## src/design/rail_seq_pkg.sv

```systemverilog
// Constants and carrier types for the rail sequencing and fault supervision core
package rail_seq_pkg;

    // Clocking: sys_clk period and internal switching tick period
    localparam int CLK_PERIOD_NS = 4;
    localparam int TICK_PERIOD_NS = 4000;
    localparam int TICK_CYCLES = TICK_PERIOD_NS / CLK_PERIOD_NS;

    // Soft-start and fault timing in switching ticks
    localparam int SS_CYCLE_TICKS = 2048;
    localparam int AMP_RESET_SS_CYCLES = 3;
    localparam int FORGIVE_TICKS = 16384;
    localparam int SS_W = 11;
    localparam int FORGIVE_W = 15;
    localparam int TIMER_W = 13;

    // Rail numbering
    localparam int NUM_RAILS = 5;
    localparam int RAIL_MEM = 0;
    localparam int RAIL_CORE = 1;
    localparam int RAIL_TERM = 2;
    localparam int RAIL_DAC = 3;
    localparam int RAIL_MTERM = 4;
    localparam int NUM_RAMPED = 4;
    localparam logic [4:0] UV_MON_MASK = 5'h17;
    localparam logic [4:0] SUSPEND_KEEP_MASK = 5'h01;

    // Fault counter limits
    localparam int FCNT_W = 4;
    localparam logic [3:0] FAULT_LIMIT_COLD = 4'h4;
    localparam logic [3:0] FAULT_LIMIT_RUN = 4'h5;

    // Register map, byte addresses
    localparam logic [7:0] ADDR_STATUS = 8'h00;
    localparam logic [7:0] ADDR_FAULT = 8'h04;
    localparam logic [7:0] ADDR_CTRL = 8'h08;
    localparam int CTRL_CLR_BIT = 0;
    localparam int CTRL_HOLD_BIT = 1;
    localparam logic CTRL_HOLD_RESET = 1'b0;

    typedef enum logic [3:0] {
        ST_OFF, ST_AMP_RESET, ST_SEQ_MEM, ST_SEQ_CORE, ST_SEQ_TERM, ST_SEQ_MTERM,
        ST_ACTIVE, ST_SUSPEND, ST_LOCKOUT
    } seq_state_type;

    typedef struct packed {
        logic suspend_sleep_in;
        logic shutdown_sleep_in;
        logic standby_bias_rail;
        logic main_bias_rail;
        logic [4:0] in_reg;
        logic [4:0] uv;
        logic mem_ov;
        logic mterm_ov;
        logic mem_oc;
        logic good_pin;
    } pin_in_type;

endpackage : rail_seq_pkg

```

## src/design/rail_sequencer.sv

```systemverilog
// Sleep-state sequencing, soft-start and fault supervision of five regulators
//
// Operation
// - Start only after both bias detectors good
// - Hold off state until sleep inputs, 12V good
// - Short compensation to feedback three soft-start cycles
// - Soft-start cycle equals 2048 switching ticks
// - Order: memory, core, termination plus DAC, internal
// - Ramp references monotonically up during soft-start
// - Short internal termination reference while disabled
// - Good comparator enabled one cycle after internal
// - Suspend low: keep only memory, good low
// - Suspend rise: wait 12V, reset, resequence
// - Shutdown entry disables all, good low
// - Monitor rails for under, over voltage, overcurrent
// - Overvoltage shuts all down, latched until shutdown
// - Undervoltage or overcurrent disables that rail, counts
// - Cascaded loss of input counts separately
// - Any fault clears forgiveness counter
// - Forgiveness reaching 16384 clears fault counter
// - Shutdown at four faults cold, else five
// - Restart follows order, regulating rails untouched
// - Good output low unless active and regulating
//
// Register access over AHB-Lite and the register offsets were left to the implementer.
module rail_sequencer
    import rail_seq_pkg::*;
#(
    parameter int TICK_DIV = TICK_CYCLES,
    parameter int SS_TICKS = SS_CYCLE_TICKS,
    parameter int FORGIVE_LIMIT = FORGIVE_TICKS
)
(
    input wire logic sys_clk,
    input wire logic rst_b,
    // AHB-Lite slave
    input wire logic hsel,
    input wire logic [31:0] haddr,
    input wire logic [1:0] htrans,
    input wire logic hwrite,
    input wire logic [2:0] hsize,
    input wire logic hready,
    input wire logic [31:0] hwdata,
    output logic [31:0] hrdata,
    output logic hreadyout,
    output logic hresp,
    // Sleep and bias detector pins
    input wire logic suspend_sleep_in,
    input wire logic shutdown_sleep_in,
    input wire logic standby_bias_rail,
    input wire logic main_bias_rail,
    // Rail monitors from the analog comparators
    input wire logic [4:0] rail_in_reg_in,
    input wire logic [4:0] rail_uv_in,
    input wire logic mem_ov_in,
    input wire logic mterm_ov_in,
    input wire logic mem_oc_in,
    // Regulator controls
    output logic [4:0] rail_enable_out,
    output logic [3:0][SS_W-1:0] ss_level_out,
    output logic [1:0] comp_short_out,
    output logic mterm_ref_short_out,
    // Open-drain termination-good pin
    input wire logic term_rail_good_out_i,
    output logic term_rail_good_out_o,
    output logic term_rail_good_out_oe
);

    localparam logic [SS_W-1:0] RAMP_FULL = '1;
    localparam logic [TIMER_W-1:0] AMP_RESET_LAST = TIMER_W'(AMP_RESET_SS_CYCLES * SS_TICKS - 1);
    localparam logic [TIMER_W-1:0] MTERM_LAST = TIMER_W'(SS_TICKS - 1);
    localparam logic [FORGIVE_W-1:0] FORGIVE_LAST = FORGIVE_W'(FORGIVE_LIMIT - 1);
    localparam logic [FORGIVE_W-1:0] FORGIVE_TOP = FORGIVE_W'(FORGIVE_LIMIT);
    localparam int DIV_W = $clog2(TICK_DIV + 1);
    localparam logic [DIV_W-1:0] DIV_LAST = DIV_W'(TICK_DIV - 1);

    // Pin synchronisers
    pin_in_type pin_raw;
    pin_in_type pin_meta_reg;
    pin_in_type pin_reg;

    assign pin_raw = '{suspend_sleep_in: suspend_sleep_in, shutdown_sleep_in: shutdown_sleep_in,
        standby_bias_rail: standby_bias_rail, main_bias_rail: main_bias_rail,
        in_reg: rail_in_reg_in, uv: rail_uv_in, mem_ov: mem_ov_in, mterm_ov: mterm_ov_in,
        mem_oc: mem_oc_in, good_pin: term_rail_good_out_i};

    always_ff @(posedge sys_clk or negedge rst_b)
    begin
        if (!rst_b)
        begin
            pin_meta_reg <= '0;
            pin_reg <= '0;
        end
        else
        begin
            pin_meta_reg <= pin_raw;
            pin_reg <= pin_meta_reg;
        end
    end

    // Switching tick divider
    logic [DIV_W-1:0] div_reg;
    logic tick;

    assign tick = (div_reg == DIV_LAST);

    always_ff @(posedge sys_clk or negedge rst_b)
    begin
        if (!rst_b)
            div_reg <= '0;
        else
            div_reg <= tick ? '0 : div_reg + 1'b1;
    end

    // State, timers, enables and counters
    seq_state_type state_reg, state_next;
    logic [TIMER_W-1:0] timer_reg;
    logic [4:0] en_reg, en_next;
    logic [FCNT_W-1:0] fcnt_reg, fcnt_next;
    logic [FORGIVE_W-1:0] forgive_reg, forgive_next;
    logic cold_reg, cold_next;
    logic hold_reg, sw_clear, good_oe_reg;
    logic [3:0][SS_W-1:0] ramp_reg;
    logic [4:0] mon_ok, fault_evt;
    logic fault_any, ov_evt, bias_ok, start_ok;
    logic timer_done_reset, timer_done_mterm;
    logic [FCNT_W-1:0] fault_sum, fault_limit;
    logic limit_hit;

    assign bias_ok = pin_reg.standby_bias_rail;
    assign start_ok = bias_ok && pin_reg.main_bias_rail && pin_reg.suspend_sleep_in
        && pin_reg.shutdown_sleep_in && !hold_reg;
    assign timer_done_reset = tick && (timer_reg == AMP_RESET_LAST);
    assign timer_done_mterm = tick && (timer_reg == MTERM_LAST);
    assign ov_evt = pin_reg.mem_ov || pin_reg.mterm_ov;

    // Per-rail ramp and fault detection
    genvar r;
    generate
        for (r = 0; r < NUM_RAILS; r++)
        begin : g_rail
            if (r < NUM_RAMPED)
            begin : g_ramp
                always_ff @(posedge sys_clk or negedge rst_b)
                begin
                    if (!rst_b)
                        ramp_reg[r] <= '0;
                    else if (!en_reg[r])
                        ramp_reg[r] <= '0;
                    else if (tick && ramp_reg[r] != RAMP_FULL)
                        ramp_reg[r] <= ramp_reg[r] + 1'b1;
                end
                // Monitor only once the ramp is complete, so a ramping rail is not a UV
                assign mon_ok[r] = en_reg[r] && (ramp_reg[r] == RAMP_FULL);
            end
            else
            begin : g_nramp
                // Armed outside its own settling stage, so a lost input still counts
                assign mon_ok[r] = en_reg[r] && (state_reg != ST_SEQ_MTERM);
            end
            // A cascaded rail losing its input shows its own UV and counts again
            assign fault_evt[r] = mon_ok[r] && ((UV_MON_MASK[r] && pin_reg.uv[r])
                || (r == RAIL_MEM && pin_reg.mem_oc));
        end
    endgenerate

    assign ss_level_out = ramp_reg;
    assign fault_any = |fault_evt;

    always_comb
    begin
        fault_sum = '0;
        for (int i = 0; i < NUM_RAILS; i++)
            fault_sum = fault_sum + FCNT_W'(fault_evt[i]);
    end

    assign fault_limit = cold_reg ? FAULT_LIMIT_COLD : FAULT_LIMIT_RUN;

    // Fault and forgiveness counters; a new fault wins over a software or forgiveness clear, the off-state clear wins over a fault
    always_comb
    begin
        fcnt_next = fcnt_reg;
        forgive_next = forgive_reg;
        if (sw_clear)
            fcnt_next = '0;
        if (fault_any)
        begin
            fcnt_next = fcnt_next + fault_sum;
            forgive_next = '0;
        end
        else if (tick && forgive_reg != FORGIVE_TOP)
        begin
            forgive_next = forgive_reg + 1'b1;
            if (forgive_reg == FORGIVE_LAST)
                fcnt_next = '0;
        end
        if (state_reg == ST_OFF)
        begin
            fcnt_next = '0;
            forgive_next = '0;
        end
    end

    assign limit_hit = fault_any && (fcnt_next >= fault_limit);

    // Sequencer
    always_comb
    begin
        state_next = state_reg;
        en_next = en_reg & ~fault_evt;
        cold_next = cold_reg;
        unique case (state_reg)
            ST_OFF:
            begin
                en_next = '0;
                if (start_ok)
                begin
                    state_next = ST_AMP_RESET;
                    cold_next = 1'b1;
                end
            end
            ST_AMP_RESET:
                if (timer_done_reset)
                    state_next = ST_SEQ_MEM;
            ST_SEQ_MEM:
            begin
                en_next[RAIL_MEM] = 1'b1;
                if (en_reg[RAIL_MEM] && pin_reg.in_reg[RAIL_MEM])
                    state_next = ST_SEQ_CORE;
            end
            ST_SEQ_CORE:
            begin
                en_next[RAIL_CORE] = 1'b1;
                if (en_reg[RAIL_CORE] && pin_reg.in_reg[RAIL_CORE])
                    state_next = ST_SEQ_TERM;
            end
            ST_SEQ_TERM:
            begin
                en_next[RAIL_DAC:RAIL_TERM] = 2'h3;
                if (&en_reg[RAIL_DAC:RAIL_TERM] && &pin_reg.in_reg[RAIL_DAC:RAIL_TERM])
                    state_next = ST_SEQ_MTERM;
            end
            ST_SEQ_MTERM:
            begin
                en_next[RAIL_MTERM] = 1'b1;
                if (timer_done_mterm)
                begin
                    state_next = ST_ACTIVE;
                    cold_next = 1'b0;
                end
            end
            ST_ACTIVE:
                ;
            ST_SUSPEND:
            begin
                en_next = en_next & SUSPEND_KEEP_MASK;
                if (pin_reg.suspend_sleep_in && pin_reg.main_bias_rail)
                    state_next = ST_AMP_RESET;
            end
            ST_LOCKOUT:
                en_next = '0;
        endcase
        // Escapes in rising priority
        if (state_reg != ST_OFF && state_reg != ST_LOCKOUT)
        begin
            if (fault_any && state_reg != ST_SUSPEND && state_reg != ST_AMP_RESET)
                state_next = ST_SEQ_MEM;
            if (!pin_reg.suspend_sleep_in && state_reg != ST_SUSPEND)
            begin
                state_next = ST_SUSPEND;
                en_next = en_next & SUSPEND_KEEP_MASK;
            end
            if (ov_evt || limit_hit)
            begin
                state_next = ST_LOCKOUT;
                en_next = '0;
            end
        end
        if (!bias_ok || !pin_reg.shutdown_sleep_in)
        begin
            // Leaving lockout needs shutdown asserted or standby bias lost, so overvoltage stays latched
            state_next = ST_OFF;
            en_next = '0;
            cold_next = 1'b0;
        end
    end

    always_ff @(posedge sys_clk or negedge rst_b)
    begin
        if (!rst_b)
        begin
            state_reg <= ST_OFF;
            en_reg <= '0;
            fcnt_reg <= '0;
            forgive_reg <= '0;
            cold_reg <= 1'b0;
            timer_reg <= '0;
            good_oe_reg <= 1'b1;
        end
        else
        begin
            state_reg <= state_next;
            en_reg <= en_next;
            fcnt_reg <= fcnt_next;
            forgive_reg <= forgive_next;
            cold_reg <= cold_next;
            timer_reg <= (state_next != state_reg) ? '0 : timer_reg + TIMER_W'(tick);
            good_oe_reg <= !(state_next == ST_ACTIVE && pin_reg.in_reg[RAIL_TERM]);
        end
    end

    // Regulator control outputs
    assign rail_enable_out = en_reg;
    // Memory amplifier left alone when it is already regulating
    assign comp_short_out[0] = (state_reg == ST_AMP_RESET) && !en_reg[RAIL_MEM];
    assign comp_short_out[1] = (state_reg == ST_AMP_RESET);
    assign mterm_ref_short_out = !en_reg[RAIL_MTERM];
    assign term_rail_good_out_o = 1'b0;
    assign term_rail_good_out_oe = good_oe_reg;

    // AHB-Lite slave: zero wait states, always OKAY
    logic addr_take, wr_pend_reg;
    logic [7:0] wr_addr_reg;
    logic [31:0] rd_value;
    logic [7:0] a_off;
    logic wr_ctrl;

    assign addr_take = hsel && hready && htrans[1];
    assign a_off = haddr[7:0];
    assign wr_ctrl = wr_pend_reg && (wr_addr_reg == ADDR_CTRL);
    assign sw_clear = wr_ctrl && hwdata[CTRL_CLR_BIT];
    assign hreadyout = 1'b1;
    assign hresp = 1'b0;

    always_comb
    begin
        rd_value = '0;
        if (haddr[31:8] == '0)
        begin
            if (a_off == ADDR_STATUS)
                rd_value = {16'h0000, 3'h0, pin_reg.good_pin, 3'h0, en_reg, 4'(state_reg)};
            else if (a_off == ADDR_FAULT)
                rd_value = {12'h000, fcnt_reg, 1'b0, forgive_reg};
            else if (a_off == ADDR_CTRL)
                rd_value = {30'h00000000, hold_reg, 1'b0};
        end
    end

    always_ff @(posedge sys_clk or negedge rst_b)
    begin
        if (!rst_b)
        begin
            wr_pend_reg <= 1'b0;
            wr_addr_reg <= '0;
            hrdata <= '0;
            hold_reg <= CTRL_HOLD_RESET;
        end
        else
        begin
            wr_pend_reg <= addr_take && hwrite;
            wr_addr_reg <= (haddr[31:8] == '0) ? a_off : 8'hFF;
            if (addr_take && !hwrite)
                hrdata <= rd_value;
            if (wr_ctrl)
                hold_reg <= hwdata[CTRL_HOLD_BIT];
        end
    end

endmodule : rail_sequencer

```

## config.mk

```make
export PLATFORM = sky130hd
export DESIGN_NAME = rail_sequencer
export DESIGN_NICKNAME = d
export VERILOG_FILES = /design/src/design/rail_seq_pkg.sv /design/src/design/rail_sequencer.sv
export SDC_FILE = /design/constraint.sdc
export NUM_CORES = 1
export LEC_CHECK = 0
export BUFFER_PORTS_ARGS = -buffer_cell sky130_fd_sc_hd__buf_2
export CAP_MARGIN = 20
export CORE_MARGIN = 1.5
export CORE_UTILIZATION = 40
export CTS_BUF_LIST = sky130_fd_sc_hd__clkbuf_2
export DETAILED_ROUTE_END_ITERATION = 10
export PLACE_DENSITY_LB_ADDON = 0.25
export SLEW_MARGIN = 20
export SYNTH_ARGS = -nofsm -noshare
export SYNTH_HDL_FRONTEND = slang
export SYNTH_SLANG_ARGS = --single-unit
```

## constraint.sdc

```tcl
create_clock -name sys_clk -period 3.9 [get_ports sys_clk]
set_input_delay 0.78 -clock sys_clk [delete_from_list [all_inputs] [get_ports sys_clk]]
set_output_delay 0.78 -clock sys_clk [all_outputs]
set_load 0.1 [all_outputs]
```

# Word level (Yosys, flattened, before mapping)
# Cells that the tools add are included.
[totals]
ff_bits = 173
in_bits = 92
output_inout_bits = 88
word_cells = 193
[classes]
addsub = 11
magnitude_cmp = 1
n_eq_ne = 34
muxes = 49
bitwise_logic = 2
reduce_logical = 60
[ops]
columns = ["operator", "count"]
rows = [
  ["$mux 11", 8],
  ["$mux 4", 17],
  ["$mux 20", 3],
  ["$mux 15", 3],
  ["$add 11x1->11 const B", 4],
  ["$ne 11x11->1 const B", 4],
  ["$logic_and 1x1->1", 36],
  ["$eq 11x11->1 const B", 3],
  ["$pmux 4 s7", 1],
  ["$logic_not 24->1", 1],
  ["$mux 5", 4],
  ["$eq 4x3->1 const B", 4],
  ["$eq 8x4->1 const B", 2],
  ["$add 15x1->15 const B", 1],
  ["$eq 15x14->1 const B", 1],
  ["$ne 15x15->1 const B", 1],
  ["$add 13x1->13", 1],
  ["$eq 13x11->1 const B", 1],
  ["$eq 13x13->1 const B", 1],
  ["$mux 13", 1],
  ["$add 10x1->10 const B", 1],
  ["$eq 10x10->1 const B", 1],
  ["$mux 10", 1],
  ["$eq 4x2->1 const B", 2],
  ["other kinds (33)", 55],
]

# Logic depth before layout (Yosys ltp)
[depth]
word_depth = 18
depth_mapped = 21
mapped_depth_nobuf = 20

# Worst setup path before layout
# No wires, ideal clock.
[synth_path]
kind = "register to register"
startpoint = "reg ramp_reg (netlist bit ss_level_out[0])"
endpoint = "reg timer_reg[10]"
setup_ns = 0.080
arrival_time_ns = 4.863
t_required_ns = 3.820
setup_slack_ns = -1.043
stages_incl_launch_ff = 21
n_path_buf = 1
synth_period_minus_slack_ns = 4.943
path_cell_list = "dfrtp_1 > ha_1 > and3_1 > nand4_1 > nor2_1 > o211ai_1 > fa_1 > inv_1 > fa_1 > a21oi_1 > or2_2 > ha_1 > nand3b_1 > nand2_1 > nor2_1 > a41oi_1 > nand4_1 > a21oi_1 > nand4_2 > buf_4 > nor3_2"
[synth_between]
elab_chain_cells = 17
word_cells_on_any_way = 22
classes_between = "add/sub: 4; order compare: 1; eq/ne: 2; mux: 8; reduce/logical: 7"
[synth_lines]
columns = ["item", "line", "source"]
rows = [
  ["from (decl)", "rail_sequencer.sv:123", "logic [3:0][SS_W-1:0] ramp_reg;"],
  ["from (signal, indexed assignment)", "rail_sequencer.sv:151", "ramp_reg[r] <= ramp_reg[r] + 1'b1;"],
  ["$eq 11x11->1 (*)", "rail_sequencer.sv:154", "assign mon_ok[r] = en_reg[r] && (ramp_reg[r] == RAMP_FULL);"],
  ["$logic_and 1x1->1 (*)", "rail_sequencer.sv:154", ""],
  ["$logic_and 1x1->1 (*)", "rail_sequencer.sv:162", "assign fault_evt[r] = mon_ok[r] && ((UV_MON_MASK[r] && pin_reg.uv[r])"],
  ["$add 1x1->2", "rail_sequencer.sv:174", "fault_sum = fault_sum + FCNT_W'(fault_evt[i]);"],
  ["$add 2x1->3", "rail_sequencer.sv:174", ""],
  ["$add 3x1->4", "rail_sequencer.sv:174", ""],
  ["$add 4x4->4", "rail_sequencer.sv:188", "fcnt_next = fcnt_next + fault_sum;"],
  ["$mux 4", "rail_sequencer.sv:186", "if (fault_any)"],
  ["$mux 4", "rail_sequencer.sv:197", "if (state_reg == ST_OFF)"],
  ["$ge 4x3->1", "rail_sequencer.sv:204", "assign limit_hit = fault_any && (fcnt_next >= fault_limit);"],
  ["$logic_and 1x1->1", "rail_sequencer.sv:204", ""],
  ["$logic_or 1x1->1", "rail_sequencer.sv:273", "if (ov_evt || limit_hit)"],
  ["$mux 4 (*)", "rail_sequencer.sv:273", ""],
  ["$mux 4 (*)", "rail_sequencer.sv:264", "if (state_reg != ST_OFF && state_reg != ST_LOCKOUT)"],
  ["$mux 4 (*)", "rail_sequencer.sv:279", "if (!bias_ok || !pin_reg.shutdown_sleep_in)"],
  ["$ne 4x4->1 (*)", "rail_sequencer.sv:307", "timer_reg <= (state_next != state_reg) ? '0 : timer_reg + TIMER_W'(tick);"],
  ["$mux 13 (*)", "rail_sequencer.sv:307", ""],
  ["to (signal assigned)", "rail_sequencer.sv:307", ""],
  ["to (decl)", "rail_sequencer.sv:117", "logic [TIMER_W-1:0] timer_reg;"],
]
# Mark *: on every way between the ends. The rest lies on a longest branch, timed or not.
# A chain may end at the register's enable or synchronous reset.

# Worst setup path after layout
[layout_path]
startpoint = "reg ramp_reg (netlist bit ss_level_out[0])"
endpoint = "reg good_oe_reg, in the netlist term_rail_good_out_oe"
[layout_between]
elab_chain_cells = 18
word_cells_on_any_way = 23
classes_between = "add/sub: 4; order compare: 1; eq/ne: 2; mux: 7; reduce/logical: 9"
[layout_lines]
columns = ["item", "line", "source"]
rows = [
  ["$eq 11x11->1 (*)", "rail_sequencer.sv:154", ""],
  ["$logic_and 1x1->1 (*)", "rail_sequencer.sv:154", ""],
  ["$logic_and 1x1->1 (*)", "rail_sequencer.sv:162", ""],
  ["$add 1x1->2", "rail_sequencer.sv:174", ""],
  ["$add 2x1->3", "rail_sequencer.sv:174", ""],
  ["$add 3x1->4", "rail_sequencer.sv:174", ""],
  ["$add 4x4->4", "rail_sequencer.sv:188", ""],
  ["$mux 4", "rail_sequencer.sv:186", ""],
  ["[... 3 more ...]", "n/a", ""],
  ["$logic_or 1x1->1", "rail_sequencer.sv:273", ""],
  ["$mux 4 (*)", "rail_sequencer.sv:273", ""],
  ["$mux 4 (*)", "rail_sequencer.sv:264", ""],
  ["$mux 4 (*)", "rail_sequencer.sv:279", ""],
  ["named net state_next[1]", "rail_sequencer.sv:116", "seq_state_type state_reg, state_next;"],
  ["$eq 4x3->1 (*)", "rail_sequencer.sv:308", "good_oe_reg <= !(state_next == ST_ACTIVE && pin_reg.in_reg[RAIL_TERM]);"],
  ["$logic_and 1x1->1 (*)", "rail_sequencer.sv:308", ""],
  ["$logic_not 1->1 (*)", "rail_sequencer.sv:308", ""],
  ["to (signal assigned)", "rail_sequencer.sv:308", ""],
  ["to (decl)", "rail_sequencer.sv:122", "logic hold_reg, sw_clear, good_oe_reg;"],
]
# Mark *: on every way through the listed nets, which the timed path passes. The rest lies on a longest branch.

==> results by stage <==
Run status:
- The flow ran to the end, but the final reports show violations.
- The checks that failed: setup timing.

Power:
- Dividing total power by cell area gives a power density of 283 nW/um2.
- The static power due to leakage is 4.46 nW.
- IR analysis of the VDD net gives a maximum drop of 0.000162 V.

Floorplan:
- The die area is 20600 um2.
- Pin placement for this block handled 180 I/O pins.
- The overall die height is 143 um.
- The initial utilization of the core area, before any placement, comes to 0.407.
- The total number of placement rows is 51.
- The horizontal die dimension is 143 um.
- The floorplan step defined a core boundary enclosing 19400 um2.

Synthesis:
- The most frequent cell after synthesis is dfrtp_1.
- The part of the Yosys area used for sequential elements is 0.501.
- Synthesis produced 760 cells.
- The count of different cell masters after synthesis is 84.
- Counting flops with a built-in enable in the synthesized netlist gives 0.
- Synthesis inferred 158 register bits.
- The share of Yosys cell area claimed by the top area cell type is 0.498.
- The post-synthesis cell type with the largest combined area is dfrtp_1.
- By count the netlist is led by dfrtp_1 (157), nand2_1 (54), nor2_1 (54).
- The Yosys step of the flow raised 0 warnings.
- For this run, asynchronously set or reset flops after synthesis account for 1.00.
- The most frequently used flop master after synthesis is dfrtp_1.
- The post-synthesis average cell area is 10.4 um2.
- The post-synth design cell area is 7890 um2.
- Yosys attributes the largest share of cell area to dfrtp_1 (50%), xnor2_1 (3.2%), xor2_1 (3.2%).

Drt:
- After detailed routing, the number of vias per cell comes to 5.06.
- After detailed routing, the average wire length per cell comes to 14.6 um.
- The final layout contains routed wiring with a total length of 17900 um.
- The detailed-route DRC error count is 0.
- Before antenna repair, the detailed router went through 5 iterations.
- For this block, the initial DRC count from the detailed router was 273.
- The residual antenna-violating net count after detailed routing is 0.
- The total number of vias is 6195.

Clock network:
- In this run, CTS created clock tree buffers numbering 17.
- The clock passes through at most 2 buffers.
- The cell at the root of the clock tree is clkbuf_2.
- The clock reaches the later pin of the worst-skew pair after 740 ps.
- TritonCTS built the clock tree.
- The clock tree synthesis step divided the H-tree into 4 levels.
- The clock net in this run drives a total of 158 sinks.
- Clock-pin slew was measured on the worst setup and hold paths at 220 ps.

Worst setup path:
- The master of the slowest instance on the critical path is fa_1.
- The cell family contributing the most delay on the critical path is simple AND/OR/NAND/NOR gates.
- The highest fanout seen on the critical path is 3.
- The data arrival time of the critical path is 5020 ps.
- The critical path class is register to register.
- On the worst path, the slowest cell contributes a delay of 600 ps.
- Counting both buffers and inverters, the worst setup path holds a total of 2.
- Traced cell by cell, the critical path runs through ha_4 > and3_1 > nand4_1 > nor2_1 > o211ai_1 > fa_1 > inv_2 > fa_1 > a21oi_2 > or2_4 > ha_4 > nand3b_1 > nand2_2 > nor2_2 > o21ai_2 > nand2_2 > a31oi_4 > buf_6 > or4b_4.
- The category of the worst setup path capture point is a register.
- STA puts the critical path data required time at 4570 ps.
- The kind of launch point of the worst setup path is a register.

Placement:
- Detailed placement ended at an HPWL of 12900 um.
- The congestion estimate from routability-driven global placement came to 0.836.
- At the placement stage, the worst setup path has a slack of -667 ps.
- The count of input and output buffers is 127.
- The total placed cells including tap cells is 1186.

Final layout:
- At the end of the flow the core is filled with cells to 0.498.
- The register with the most flip-flops in the layout has 44 of them.
- The number of fillers in the final layout is 1856.
- The proportion of layout cells with a drive suffix above 1 is 0.323.
- Across the whole layout, storage elements account for 4010 um2.
- From synthesis to final layout, the design area changed by 22.5%.
- After the last flow step, the layout net total stands at 1052.
- The final cell count without fillers is 1224.
- The area used by multi-input combinational logic is 3810 um2.

Timing:
- Setup repair after global routing could not meet its margin everywhere.
- The transition time of the tightest slew-check pin is 675 ps.
- The highest clock rate is 230 MHz.
- The period utilization is 1.11.
- In the post-route analysis, the smallest setup slack over all paths is -443 ps.
- The final hold slack is 128 ps.
- The final hold violation count came to 0.
- For the final database, setup skew stands at 42.9 ps.
- The number of pins with negative max-slew slack in the final report is 0.
- The clock period minus final worst setup slack is 4340 ps.
- The worst slew margin relative to its limit is 0.548.
- Setup violations remaining at the end of the flow were counted as 22.

Global route:
- In the global route stage, overall resource usage came out at 0.182.
- Entering global routing, the biggest net connects 68 pins.
- After global routing the overflow that remains totals 0.
- The via count of the first global-routing pass is 5806.
- The number of antenna violations at the first check in global routing is 1.
- The first global-routing pass estimated 29300 um of wire.

Worst hold path:
- The min-delay analysis places its worst path in the category input pin to register.

Run:
- The max capacitance violation total is 0.
-- power by group --
| part | switching [mW] | total (mW) | internal, mW | leakage (nW) |
|---|---|---|---|---|
| sequential | 0.00657 | 1.66 | 1.66 | 2.03 |
| combinational | 0.149 | 0.192 | 0.0436 | 2.28 |
| clock | 0.571 | 0.877 | 0.306 | 0.144 |
-- layer usage --
metal	vias to the layer above	track usage	wire, um
met5	-	0	0
met4	0	0.0510	167
met3	15	0.0407	800
met2	137	0.287	8370
met1	3000	0.251	8530
li1	3043	-	-
-- timing repair --
action                                  4_1_cts  5_1_grt
pin swaps                                     6        9
hold buffers                                  1        0
buffers inserted                              4        0
endpoints found under the setup margin       22       23
gates resized for setup                      13        7
endpoints found under the hold margin        56        0
-- cell usage in the layout, fill, tap and decap left out, types with 11 or more instances in the layout --
cell type / count
o21ai_0: 33
conb_1: 16
xnor2_1: 29
nor3_1: 13
buf_2: 126
and3_1: 11
nand3_1: 33
a21oi_1: 12
inv_1: 16
clkbuf_2: 22
or3_1: 22
nor4_1: 11
and2_1: 35
nand4_1: 25
mux2i_1: 14
xor2_1: 29
dfrtp_4: 12
buf_4: 62
nand2_1: 53
dfrtp_1: 136
nor2_1: 52
-- worst register-to-register path, delay by kind of cell, from the launching register on --
kind	cells	cell delay, ps
fa+ha+maj	4	1450
compound gates	4	590
simple gates	9	1570
buf+inv	2	190
flops	1	480
-- through the flow --
stage | cell area, um2 | total power [mW] | TNS (ps)
floorplan | 8050 | 1.82 | -4620
global route | 9670 | 2.87 | -12770
finish | 9670 | 2.73 | -7900
detailed placement | 9280 | 1.88 | -11710
global placement | 9280 | 1.88 | -11070
CTS | 9630 | 2.78 | -6200
-- area by class of cell --
type | count | share of cell area
antenna | 1 | 0.000259
clock buffer | 22 | 0.0114
clock inverter | 10 | 0.0120
inverter | 20 | 0.00828
multi-input combinational | 553 | 0.395
sequential | 158 | 0.415
tap | 265 | 0.0343
timing repair buffer | 195 | 0.124
-- logic make-up (layout without fill, tap and decap cells) --
group / after synthesis / count (layout) / synth area share
and+or+nand+nor: 331 / 331 / 0.241
other: 2 / 17 / 0.000952
adders and majority gates: 15 / 15 / 0.0266
AOI/OAI and AO/OA: 117 / 117 / 0.104
xor gates and xnor gates: 59 / 59 / 0.0664
buffers and inverters: 63 / 247 / 0.0408
muxes: 15 / 15 / 0.0192
DFF: 158 / 158 / 0.501
-- final timing paths --
check / end / cells after the start / from / slack, ps
max: term_rail_good_out_oe / 19 / ss_level_out[0] / -440
min: pin_meta_reg[10] / 1 / rail_in_reg_in[1] / 130
max reg2reg: term_rail_good_out_oe / 19 / ss_level_out[0] / -440
min reg2reg: pin_reg[17] / 0 / pin_meta_reg[17] / 360
max in group asynchronous: ss_level_out[3] / 3 / rst_b / 2490
min in group asynchronous: ss_level_out[19] / 2 / rst_b / 540
Note: power is estimated with default switching activity, not from simulation.
